===== src/usart_pkg.sv =====
package usart_pkg;
    // ========================================
    // register map (byte addresses)
    localparam int          ADDR_W           = 8;
    localparam logic [7:0]  OFF_CONTROL      = 8'h00;
    localparam logic [7:0]  OFF_STATUS       = 8'h04;
    localparam logic [7:0]  OFF_BAUD         = 8'h08;
    localparam logic [7:0]  OFF_TX_DATA      = 8'h0c;
    localparam logic [7:0]  OFF_RX_DATA      = 8'h10;
    // ========================================
    // control register fields
    localparam int          CTL_PORT_ENABLE  = 0;
    localparam int          CTL_SYNC_MODE    = 1;
    localparam int          CTL_CLOCK_MASTER = 2;
    localparam int          CTL_SINGLE_RX    = 3;
    localparam int          CTL_CONT_RX      = 4;
    localparam int          CTL_TX_ENABLE    = 5;
    localparam int          CTL_NINE_BIT     = 6;
    localparam int          CTL_NINTH_BIT    = 7;
    localparam int          CTL_CLOCK_POL    = 8;
    localparam int          CTL_WAKE_ENABLE  = 9;
    localparam int          CTL_AUTOBAUD_EN  = 10;
    localparam int          CONTROL_W        = 11;
    localparam logic [10:0] CONTROL_RESET    = 11'h000;
    // ========================================
    // status register fields
    localparam int          ST_OVERFLOW      = 0;
    localparam int          ST_RX_IDLE       = 1;
    localparam int          ST_RX_FLAG       = 2;
    localparam int          ST_TX_BUF_EMPTY  = 3;
    localparam int          ST_SHIFT_EMPTY   = 4;
    // ========================================
    // reset values and counts
    localparam logic [15:0] BAUD_RESET       = 16'h0000;
    localparam logic [15:0] COUNT_MAX        = 16'hffff;
    localparam logic [2:0]  LAST_RISE_INDEX  = 3'h4;
    localparam int          RATE_SHIFT       = 3;
    localparam logic [3:0]  BITS_EIGHT       = 4'h8;
    localparam logic [3:0]  BITS_NINE        = 4'h9;
    localparam logic [1:0]  RESP_OKAY        = 2'h0;
    localparam logic [1:0]  RESP_SLVERR      = 2'h2;
    typedef enum logic [1:0] {AB_IDLE, AB_WAIT_FALL, AB_WAIT_RISE, AB_COUNT} autobaud_state_t;
endpackage


===== src/baud_if.sv =====
`timescale 1ns/10ps
interface baud_if;
    logic [15:0] divisor;
    logic        run;
    logic        tick;
    modport gen  (input divisor, input run, output tick);
    modport user (output divisor, output run, input tick);
endinterface


===== src/usart_core.sv =====
// The placing of the registers and the AXI4-Lite register port were decided locally.
`timescale 1ns/10ps
module usart_core (
    input  wire logic                          i_clock,
    input  wire logic                          i_resetn,
    input  wire logic [usart_pkg::ADDR_W-1:0]  i_awaddr,
    input  wire logic                          i_awvalid,
    output logic                               o_awready,
    input  wire logic [31:0]                   i_wdata,
    input  wire logic [3:0]                    i_wstrb,
    input  wire logic                          i_wvalid,
    output logic                               o_wready,
    output logic [1:0]                         o_bresp,
    output logic                               o_bvalid,
    input  wire logic                          i_bready,
    input  wire logic [usart_pkg::ADDR_W-1:0]  i_araddr,
    input  wire logic                          i_arvalid,
    output logic                               o_arready,
    output logic [31:0]                        o_rdata,
    output logic [1:0]                         o_rresp,
    output logic                               o_rvalid,
    input  wire logic                          i_rready,
    input  wire logic                          i_sleep,
    input  wire logic                          i_receive_data_pin,
    output logic                               o_receive_data_pin_out,
    output logic                               o_receive_data_pin_oe,
    output logic                               o_transmit_clock_pin_out,
    output logic                               o_transmit_clock_pin_oe,
    output logic                               o_start_bit,
    output logic                               o_wake
);
    import usart_pkg::*;

    baud_if b ();

    baud_gen u_baud (
        .i_clock  (i_clock),
        .i_resetn (i_resetn),
        .b        (b)
    );

    logic [CONTROL_W-1:0] ctl_q;
    logic [15:0]          divisor_q;
    logic                 rif_q;
    logic                 ovf_q;
    logic                 rx_idle_q;
    logic                 rx_meta_q;
    logic                 rx_sync_q;
    logic                 rx_prev_q;
    logic                 rx_fall;
    logic                 rx_rise;
    autobaud_state_t      ab_state_q;
    logic [15:0]          ab_count_q;
    logic [2:0]           ab_rises_q;
    logic                 ab_overflow;
    logic                 ab_fifth;
    logic                 ab_abort;
    logic                 wake_active;
    logic                 wake_seen_q;
    logic                 wake_fire;
    logic                 wake_end;
    logic                 master;
    logic                 tx_mode;
    logic [8:0]           tx_buf_q;
    logic                 tx_full_q;
    logic [8:0]           shift_q;
    logic [3:0]           bits_left_q;
    logic                 half_q;
    logic                 clk_active_q;
    logic                 data_q;
    logic                 load;
    logic                 start_q;
    logic                 wake_q;
    logic [ADDR_W-1:0]    awaddr_q;
    logic                 aw_have_q;
    logic [31:0]          wdata_q;
    logic [3:0]           wstrb_q;
    logic                 w_have_q;
    logic                 bvalid_q;
    logic [1:0]           bresp_q;
    logic                 rvalid_q;
    logic [31:0]          rdata_q;
    logic [1:0]           rresp_q;
    logic                 do_write;
    logic                 ar_take;
    logic                 rx_read;
    logic [15:0]          wmask;
    logic [15:0]          wval;

    // ========================================
    // bus slave: address and data taken in either order
    assign o_awready = !aw_have_q && !bvalid_q;
    assign o_wready  = !w_have_q && !bvalid_q;
    assign do_write  = aw_have_q && w_have_q && !bvalid_q;
    assign o_arready = !rvalid_q;
    assign ar_take   = i_arvalid && !rvalid_q;
    assign rx_read   = ar_take && (i_araddr == OFF_RX_DATA);
    assign wmask     = {{8{wstrb_q[1]}}, {8{wstrb_q[0]}}};
    assign wval      = wdata_q[15:0] & wmask;

    always_ff @(posedge i_clock or negedge i_resetn) begin
        if (!i_resetn) begin
            aw_have_q <= 1'b0;
            awaddr_q  <= '0;
            w_have_q  <= 1'b0;
            wdata_q   <= 32'h0000_0000;
            wstrb_q   <= 4'h0;
            bvalid_q  <= 1'b0;
            bresp_q   <= RESP_OKAY;
        end else begin
            if (i_awvalid && o_awready) begin
                aw_have_q <= 1'b1;
                awaddr_q  <= i_awaddr;
            end
            if (i_wvalid && o_wready) begin
                w_have_q <= 1'b1;
                wdata_q  <= i_wdata;
                wstrb_q  <= i_wstrb;
            end
            if (do_write) begin
                aw_have_q <= 1'b0;
                w_have_q  <= 1'b0;
                bvalid_q  <= 1'b1;
                bresp_q   <= (awaddr_q == OFF_CONTROL || awaddr_q == OFF_STATUS ||
                              awaddr_q == OFF_BAUD || awaddr_q == OFF_TX_DATA) ?
                             RESP_OKAY : RESP_SLVERR;
            end else if (bvalid_q && i_bready) begin
                bvalid_q <= 1'b0;
            end
        end
    end

    assign o_bvalid = bvalid_q;
    assign o_bresp  = bresp_q;

    // the shift register and transmit buffer have no read address; only their empty flags are visible
    always_ff @(posedge i_clock or negedge i_resetn) begin
        if (!i_resetn) begin
            rvalid_q <= 1'b0;
            rdata_q  <= 32'h0000_0000;
            rresp_q  <= RESP_OKAY;
        end else if (ar_take) begin
            rvalid_q <= 1'b1;
            rresp_q  <= RESP_OKAY;
            unique case (i_araddr)
                OFF_CONTROL: rdata_q <= {21'h0, ctl_q};
                OFF_STATUS:  rdata_q <= {27'h0, (bits_left_q == 4'h0), !tx_full_q,
                                         rif_q, rx_idle_q, ovf_q};
                OFF_BAUD:    rdata_q <= {16'h0000, divisor_q};
                OFF_RX_DATA: rdata_q <= 32'h0000_0000;
                default: begin
                    rdata_q <= 32'h0000_0000;
                    rresp_q <= RESP_SLVERR;
                end
            endcase
        end else if (rvalid_q && i_rready) begin
            rvalid_q <= 1'b0;
        end
    end

    assign o_rvalid = rvalid_q;
    assign o_rdata  = rdata_q;
    assign o_rresp  = rresp_q;

    // ========================================
    // receive line synchroniser and edges
    always_ff @(posedge i_clock or negedge i_resetn) begin
        if (!i_resetn) begin
            rx_meta_q <= 1'b1;
            rx_sync_q <= 1'b1;
            rx_prev_q <= 1'b1;
        end else begin
            rx_meta_q <= i_receive_data_pin;
            rx_sync_q <= rx_meta_q;
            rx_prev_q <= rx_sync_q;
        end
    end

    assign rx_fall = rx_prev_q && !rx_sync_q;
    assign rx_rise = !rx_prev_q && rx_sync_q;

    // ========================================
    // control register; hardware clears the self-clearing enables
    assign wake_active = ctl_q[CTL_WAKE_ENABLE] && ctl_q[CTL_PORT_ENABLE] &&
                         !ctl_q[CTL_SYNC_MODE];
    assign wake_fire   = wake_active && !wake_seen_q && rx_fall;
    assign wake_end    = wake_seen_q && rx_rise;

    always_ff @(posedge i_clock or negedge i_resetn) begin
        if (!i_resetn) begin
            ctl_q <= CONTROL_RESET;
        end else if (do_write && awaddr_q == OFF_CONTROL) begin
            ctl_q <= (ctl_q & ~wmask[CONTROL_W-1:0]) | wval[CONTROL_W-1:0];
        end else begin
            if (wake_end) begin
                ctl_q[CTL_WAKE_ENABLE] <= 1'b0;
            end
            if (ab_fifth) begin
                ctl_q[CTL_AUTOBAUD_EN] <= 1'b0;
            end
        end
    end

    always_ff @(posedge i_clock or negedge i_resetn) begin
        if (!i_resetn) begin
            wake_seen_q <= 1'b0;
            wake_q      <= 1'b0;
        end else begin
            wake_q <= wake_fire;
            if (!wake_active || wake_end) begin
                wake_seen_q <= 1'b0;
            end else if (wake_fire) begin
                wake_seen_q <= 1'b1;
            end
        end
    end

    assign o_wake = wake_q;

    // ========================================
    // auto-baud measurement, count held while asleep
    assign ab_abort    = !ctl_q[CTL_AUTOBAUD_EN] || !ctl_q[CTL_PORT_ENABLE];
    assign ab_overflow = (ab_state_q == AB_COUNT) && !i_sleep && (ab_count_q == COUNT_MAX);
    assign ab_fifth    = (ab_state_q == AB_COUNT) && !ab_abort && rx_rise &&
                         (ab_rises_q == LAST_RISE_INDEX);

    always_ff @(posedge i_clock or negedge i_resetn) begin
        if (!i_resetn) begin
            ab_state_q <= AB_IDLE;
            ab_count_q <= 16'h0000;
            ab_rises_q <= 3'h0;
        end else if (ab_abort || wake_active) begin
            ab_state_q <= AB_IDLE;
        end else begin
            unique case (ab_state_q)
                AB_IDLE: ab_state_q <= AB_WAIT_FALL;
                AB_WAIT_FALL: begin
                    if (rx_fall) begin
                        ab_state_q <= AB_WAIT_RISE;
                    end
                end
                AB_WAIT_RISE: begin
                    if (rx_rise) begin
                        ab_state_q <= AB_COUNT;
                        ab_count_q <= 16'h0000;
                        ab_rises_q <= 3'h1;
                    end
                end
                AB_COUNT: begin
                    if (!i_sleep) begin
                        ab_count_q <= ab_count_q + 16'h0001;
                    end
                    if (ab_fifth) begin
                        ab_state_q <= AB_IDLE;
                    end else if (rx_rise) begin
                        ab_rises_q <= ab_rises_q + 3'h1;
                    end
                end
            endcase
        end
    end

    always_ff @(posedge i_clock or negedge i_resetn) begin
        if (!i_resetn) begin
            divisor_q <= BAUD_RESET;
        end else if (do_write && awaddr_q == OFF_BAUD) begin
            divisor_q <= (divisor_q & ~wmask) | wval;
        end else if (ab_fifth && !ovf_q) begin
            divisor_q <= ab_count_q >> RATE_SHIFT;
        end
    end

    // ========================================
    // flags: a set in the same cycle as a clear wins
    always_ff @(posedge i_clock or negedge i_resetn) begin
        if (!i_resetn) begin
            rif_q     <= 1'b0;
            ovf_q     <= 1'b0;
            rx_idle_q <= 1'b1;
        end else begin
            if (ab_overflow || ab_fifth || wake_fire) begin
                rif_q <= 1'b1;
            end else if (rx_read) begin
                rif_q <= 1'b0;
            end
            if (ab_overflow) begin
                ovf_q <= 1'b1;
            end else if (do_write && awaddr_q == OFF_STATUS && wstrb_q[0] &&
                         wdata_q[ST_OVERFLOW]) begin
                ovf_q <= 1'b0;
            end
            if (ab_fifth || ab_state_q == AB_IDLE) begin
                rx_idle_q <= 1'b1;
            end else if (ab_state_q == AB_WAIT_RISE || ab_state_q == AB_COUNT) begin
                rx_idle_q <= 1'b0;
            end
        end
    end

    // falling edges in async mode while awake, outside auto-baud and wake, are start bits
    always_ff @(posedge i_clock or negedge i_resetn) begin
        if (!i_resetn) begin
            start_q <= 1'b0;
        end else begin
            start_q <= rx_fall && ctl_q[CTL_PORT_ENABLE] && !ctl_q[CTL_SYNC_MODE] &&
                       !ctl_q[CTL_WAKE_ENABLE] && !i_sleep && ab_abort;
        end
    end

    assign o_start_bit = start_q;

    // ========================================
    // synchronous master transmit
    assign master  = ctl_q[CTL_PORT_ENABLE] && ctl_q[CTL_SYNC_MODE] && ctl_q[CTL_CLOCK_MASTER];
    assign tx_mode = master && !ctl_q[CTL_SINGLE_RX] && !ctl_q[CTL_CONT_RX] &&
                     ctl_q[CTL_TX_ENABLE];
    assign load    = tx_mode && tx_full_q && (bits_left_q == 4'h0);
    assign b.divisor = divisor_q;
    assign b.run     = ctl_q[CTL_PORT_ENABLE] && !i_sleep;

    always_ff @(posedge i_clock or negedge i_resetn) begin
        if (!i_resetn) begin
            tx_buf_q  <= 9'h000;
            tx_full_q <= 1'b0;
        end else if (!ctl_q[CTL_PORT_ENABLE]) begin
            tx_full_q <= 1'b0;
        end else if (do_write && awaddr_q == OFF_TX_DATA && wstrb_q[0] && !tx_full_q) begin
            tx_buf_q  <= {ctl_q[CTL_NINTH_BIT], wdata_q[7:0]};
            tx_full_q <= 1'b1;
        end else if (load) begin
            tx_full_q <= 1'b0;
        end
    end

    // two baud ticks form one clock cycle; no start or stop bits are framed
    always_ff @(posedge i_clock or negedge i_resetn) begin
        if (!i_resetn) begin
            shift_q      <= 9'h000;
            bits_left_q  <= 4'h0;
            half_q       <= 1'b0;
            clk_active_q <= 1'b0;
            data_q       <= 1'b0;
        end else if (!tx_mode) begin
            bits_left_q  <= 4'h0;
            half_q       <= 1'b0;
            clk_active_q <= 1'b0;
        end else if (load) begin
            shift_q     <= tx_buf_q;
            bits_left_q <= ctl_q[CTL_NINE_BIT] ? BITS_NINE : BITS_EIGHT;
        end else if (b.tick && bits_left_q != 4'h0) begin
            if (!half_q) begin
                data_q       <= shift_q[0];
                shift_q      <= shift_q >> 1;
                clk_active_q <= 1'b1;
                half_q       <= 1'b1;
            end else begin
                clk_active_q <= 1'b0;
                half_q       <= 1'b0;
                bits_left_q  <= bits_left_q - 4'h1;
            end
        end
    end

    assign o_transmit_clock_pin_out = ctl_q[CTL_CLOCK_POL] ^ clk_active_q;
    assign o_transmit_clock_pin_oe  = master;
    assign o_receive_data_pin_out   = data_q;
    assign o_receive_data_pin_oe    = tx_mode;

    // ========================================
    // checks
    a_overflow_flag: assert property (@(posedge i_clock) disable iff (!i_resetn)
        ab_overflow |=> ovf_q) else $error("overflow flag not set");
    a_overflow_rx_flag: assert property (@(posedge i_clock) disable iff (!i_resetn)
        ab_overflow |=> rif_q) else $error("receive flag not set on overflow");
    a_idle_while_count: assert property (@(posedge i_clock) disable iff (!i_resetn)
        (ab_state_q == AB_COUNT) ##1 (ab_state_q == AB_COUNT) |-> !rx_idle_q)
        else $error("receiver idle high during measurement");
    a_fifth_rise_flags: assert property (@(posedge i_clock) disable iff (!i_resetn)
        ab_fifth && !do_write |=> rif_q && rx_idle_q && !ctl_q[CTL_AUTOBAUD_EN])
        else $error("fifth rise did not set flags");
    a_sleep_stops_baud: assert property (@(posedge i_clock) disable iff (!i_resetn)
        i_sleep |=> !b.tick) else $error("baud tick while asleep");
    a_wake_async_only: assert property (@(posedge i_clock) disable iff (!i_resetn)
        $rose(wake_seen_q) |-> !$past(ctl_q[CTL_SYNC_MODE]))
        else $error("wake armed in sync mode");
    a_wake_no_start: assert property (@(posedge i_clock) disable iff (!i_resetn)
        ctl_q[CTL_WAKE_ENABLE] |=> !o_start_bit) else $error("start bit while wake enabled");
    a_wake_sets_flag: assert property (@(posedge i_clock) disable iff (!i_resetn)
        wake_fire |=> rif_q && o_wake) else $error("wake event lost");
    a_wake_self_clear: assert property (@(posedge i_clock) disable iff (!i_resetn)
        wake_end && !do_write |=> !ctl_q[CTL_WAKE_ENABLE]) else $error("wake enable stuck");
    a_data_stable: assert property (@(posedge i_clock) disable iff (!i_resetn)
        half_q && $past(half_q) |-> $stable(o_receive_data_pin_out))
        else $error("data moved inside a clock cycle");
    a_clock_idle: assert property (@(posedge i_clock) disable iff (!i_resetn)
        bits_left_q == 4'h0 |-> o_transmit_clock_pin_out == ctl_q[CTL_CLOCK_POL])
        else $error("clock not at idle level");
endmodule


===== src/baud_gen.sv =====
`timescale 1ns/10ps
module baud_gen (
    input  wire logic i_clock,
    input  wire logic i_resetn,
    baud_if.gen       b
);
    import usart_pkg::*;

    logic [15:0] count_q;
    logic        tick_q;

    // ========================================
    // one tick every divisor+1 clocks while running
    always_ff @(posedge i_clock or negedge i_resetn) begin
        if (!i_resetn) begin
            count_q <= 16'h0000;
            tick_q  <= 1'b0;
        end else if (!b.run) begin
            count_q <= 16'h0000;
            tick_q  <= 1'b0;
        end else if (count_q >= b.divisor) begin
            count_q <= 16'h0000;
            tick_q  <= 1'b1;
        end else begin
            count_q <= count_q + 16'h0001;
            tick_q  <= 1'b0;
        end
    end

    assign b.tick = tick_q;
endmodule


===== config.mk =====
export PLATFORM = sky130hd
export DESIGN_NAME = usart_core
export DESIGN_NICKNAME = d
export VERILOG_FILES = /design/src/usart_pkg.sv /design/src/baud_if.sv /design/src/usart_core.sv /design/src/baud_gen.sv
export SDC_FILE = /design/constraint.sdc
export NUM_CORES = 1
export LEC_CHECK = 0
export ABC_AREA = 1
export BUFFER_PORTS_ARGS = -buffer_cell sky130_fd_sc_hd__buf_2
export CAP_MARGIN = 20
export CORE_AREA = 2 2 144 118
export DETAILED_ROUTE_END_ITERATION = 8
export DIE_AREA = 0 0 146 120
export GPL_TIMING_DRIVEN = 0
export PLACE_DENSITY = 0.68
export SYNTH_ARGS = -nofsm -noshare
export SYNTH_HDL_FRONTEND = slang
export SYNTH_SLANG_ARGS = --single-unit

===== constraint.sdc =====
create_clock -name i_clock -period 4.44 [get_ports i_clock]
set_input_delay 0.888 -clock i_clock [delete_from_list [all_inputs] [get_ports i_clock]]
set_output_delay 0.888 -clock i_clock [all_outputs]
set_load 0.01 [all_outputs]

==> metrics <==
post-synthesis sequential area ratio 0.467; Nets 1,148; crit share post-route 0.547; total number of vias 6,519; DP HPWL 13.4 mm; CTS tree yes; setup tns final 0 ps; RSZ-0062 raised after global routing false; DRT iter0 DRCs 493; Mean Syn Cell Area 8.27 um2; Post CTS Setup Buffer Count 0; IO Pins 108; max cap viols 0; fin crit period 2430 ps; fin. max-slew vios 0; Die Ht 120 um; area added between synthesis and finish 17.1%; CP max stage delay 340 ps; worst hold path type reg -> reg; die area 0.0175 mm2; count leader, synth nand2_1; post-synth top area share 0.454; CP Depth 4; Clock transition at path regs 60 ps; Synthesis Warnings 0; Worst slew margin 0.657; Slew @ Worst Pin 514 ps; top_reg_cell synth dfrtp_1; Syn Std Cell Area 0.00789 mm2; synth unique cells 47; average wire per standard cell 14.0 um; row count 42; pre-CTS setup slack 2280 ps; RePlAce Congestion 0.885; Leak 4.68 nW; Core Area 0.0162 mm2; crit-path cells buf_6 > nand3_2 > nor2_4 > buf_2; Starting Density 0.487; R2R depth 9; final worst slack 2010 ps; Hold Slack 355 ps; layout cell share with drive strength beyond 1 0.195; WP data arrival 1540 ps; Fmax achieved 412 MHz; Vias/cell 5.03; FF+latch count, synth 147; Required @ worst endpoint 3550 ps; WHS Path Cells 0; top cells by area, synth dfrtp_1 (45%), nand2_1 (12%), inv_1 (5.6%), nand3_1 (4.3%), ha_1 (4.0%); initial antenna violation count 0; most common library cells after synthesis nand2_1 (251), dfrtp_1 (143), inv_1 (117), nor2_1 (80), nand3_1 (68); power per cell area 394 mW/mm2; kind of critical path reg -> out; delay-heaviest family, CP simple AND/OR/NAND/NOR gates; gr ovfl total 0; DRC 0; DIE WIDTH 146 um; Total Power 3.63 mW; root buffer cell clkbuf_16; maximum number of pins on one net before global-route repair 99; clk_skew 9.11 ps; Max Root-Sink Buffers 2; vias in the first global route 6,328; # resized after CTS 0; Post-synth ARST share 1.00; status complete, no violations; Hold Buf Count CTS 0; Critical Path End Type output port; Startpoint Class flop; CTS buffer count 17; fillers 1,488; Total Wirelength 18.1 mm; Final Hold Viols 0; drt pass-1 iters 5; global-route wire length before repair 31.0 mm; Critical Path Fanout Max 9; post-synthesis instance total 954; Post-synth EDFFs 0; area leader, netlist dfrtp_1; total track usage 0.223; CP bufs+invs 2; Antenna diodes 0; Peak VDD IR 0.265 mV; clk_lat worst skew 420 ps; antenna viol nets, final 0; # H-tree levels 4; CTS sink count 147; endpoints failing setup 0; slowest CP cell dfrtp_1; port bufs 71
layout make-up:
cell class	count	area (um2)	area share
Tap cell	220	275	0.0298
Sequential cell	147	3680	0.399
Inverter	127	483	0.0523
Timing Repair Buffer	72	389	0.0421
Clock buffer	25	495	0.0537
Buffer	42	295	0.0320
Multi-Input combinational cell	655	3490	0.378
Clock inverter	7	121	0.0131
cells in the final DEF, fill, tap and decap left out, types with 18 or more instances in the layout:
master / instances
a21oi_1: 28
buf_2: 78
buf_4: 24
conb_1: 18
dfrtp_1: 143
ha_1: 25
inv_1: 117
nand2_1: 251
nand3_1: 68
nor2_1: 80
o21ai_0: 23
o21ai_1: 34
report_power, final:
group          switching [mW]  total (mW)  internal (mW)
sequential              0.117        1.60           1.48
combinational           0.331       0.539          0.208
clock                   0.549        1.49          0.945
total                   0.997        3.63           2.64
layer usage:
| layer | share of wire | vias up | track usage |
|---|---|---|---|
| li1 | - | 3288 | - |
| met1 | 0.50 | 3057 | 0.325 |
| met2 | 0.44 | 157 | 0.341 |
| met3 | 0.044 | 17 | 0.0490 |
| met4 | 0.0077 | 0 | 0.0576 |
| met5 | 0 | - | 0 |
metrics by stage:
stage	utilization	cells	instance area (um2)
after floorplan	-	971	7950
after global placement	0.530	1262	8580
after detailed placement	0.532	1263	8620
after CTS	0.570	1295	9230
after global routing	0.570	1295	9230
final	0.570	1295	9230
cell families (layout without fill, tap and decap cells):
group	count (synthesis)	count (layout)	share of synthesized area
buffers and inverters	169	273	0.0987
AND/OR/NAND/NOR	464	464	0.265
adder cells (fa/ha/maj)	25	25	0.0397
multiplexers	13	13	0.0186
AO/OA/AOI/OAI	131	131	0.106
flip-flops	147	147	0.467
XOR/XNOR	4	4	0.00444
other	1	18	0.000475
final timing paths:
kind / startpoint / to / slack [ps]
worst max-delay path: flop / o_receive_data_pin_oe / 2010
worst max register to register: b.divisor[15] / u_baud.count_q[8] / 2450
min in group asynchronous: i_resetn / awaddr_q[6] / 410
worst min-delay path: rx_meta_q / rx_sync_q / 350
max in group asynchronous: i_resetn / o_rdata[11] / 3210
worst min register to register: rx_meta_q / rx_sync_q / 350
Note: power is estimated with default switching activity, not from simulation.
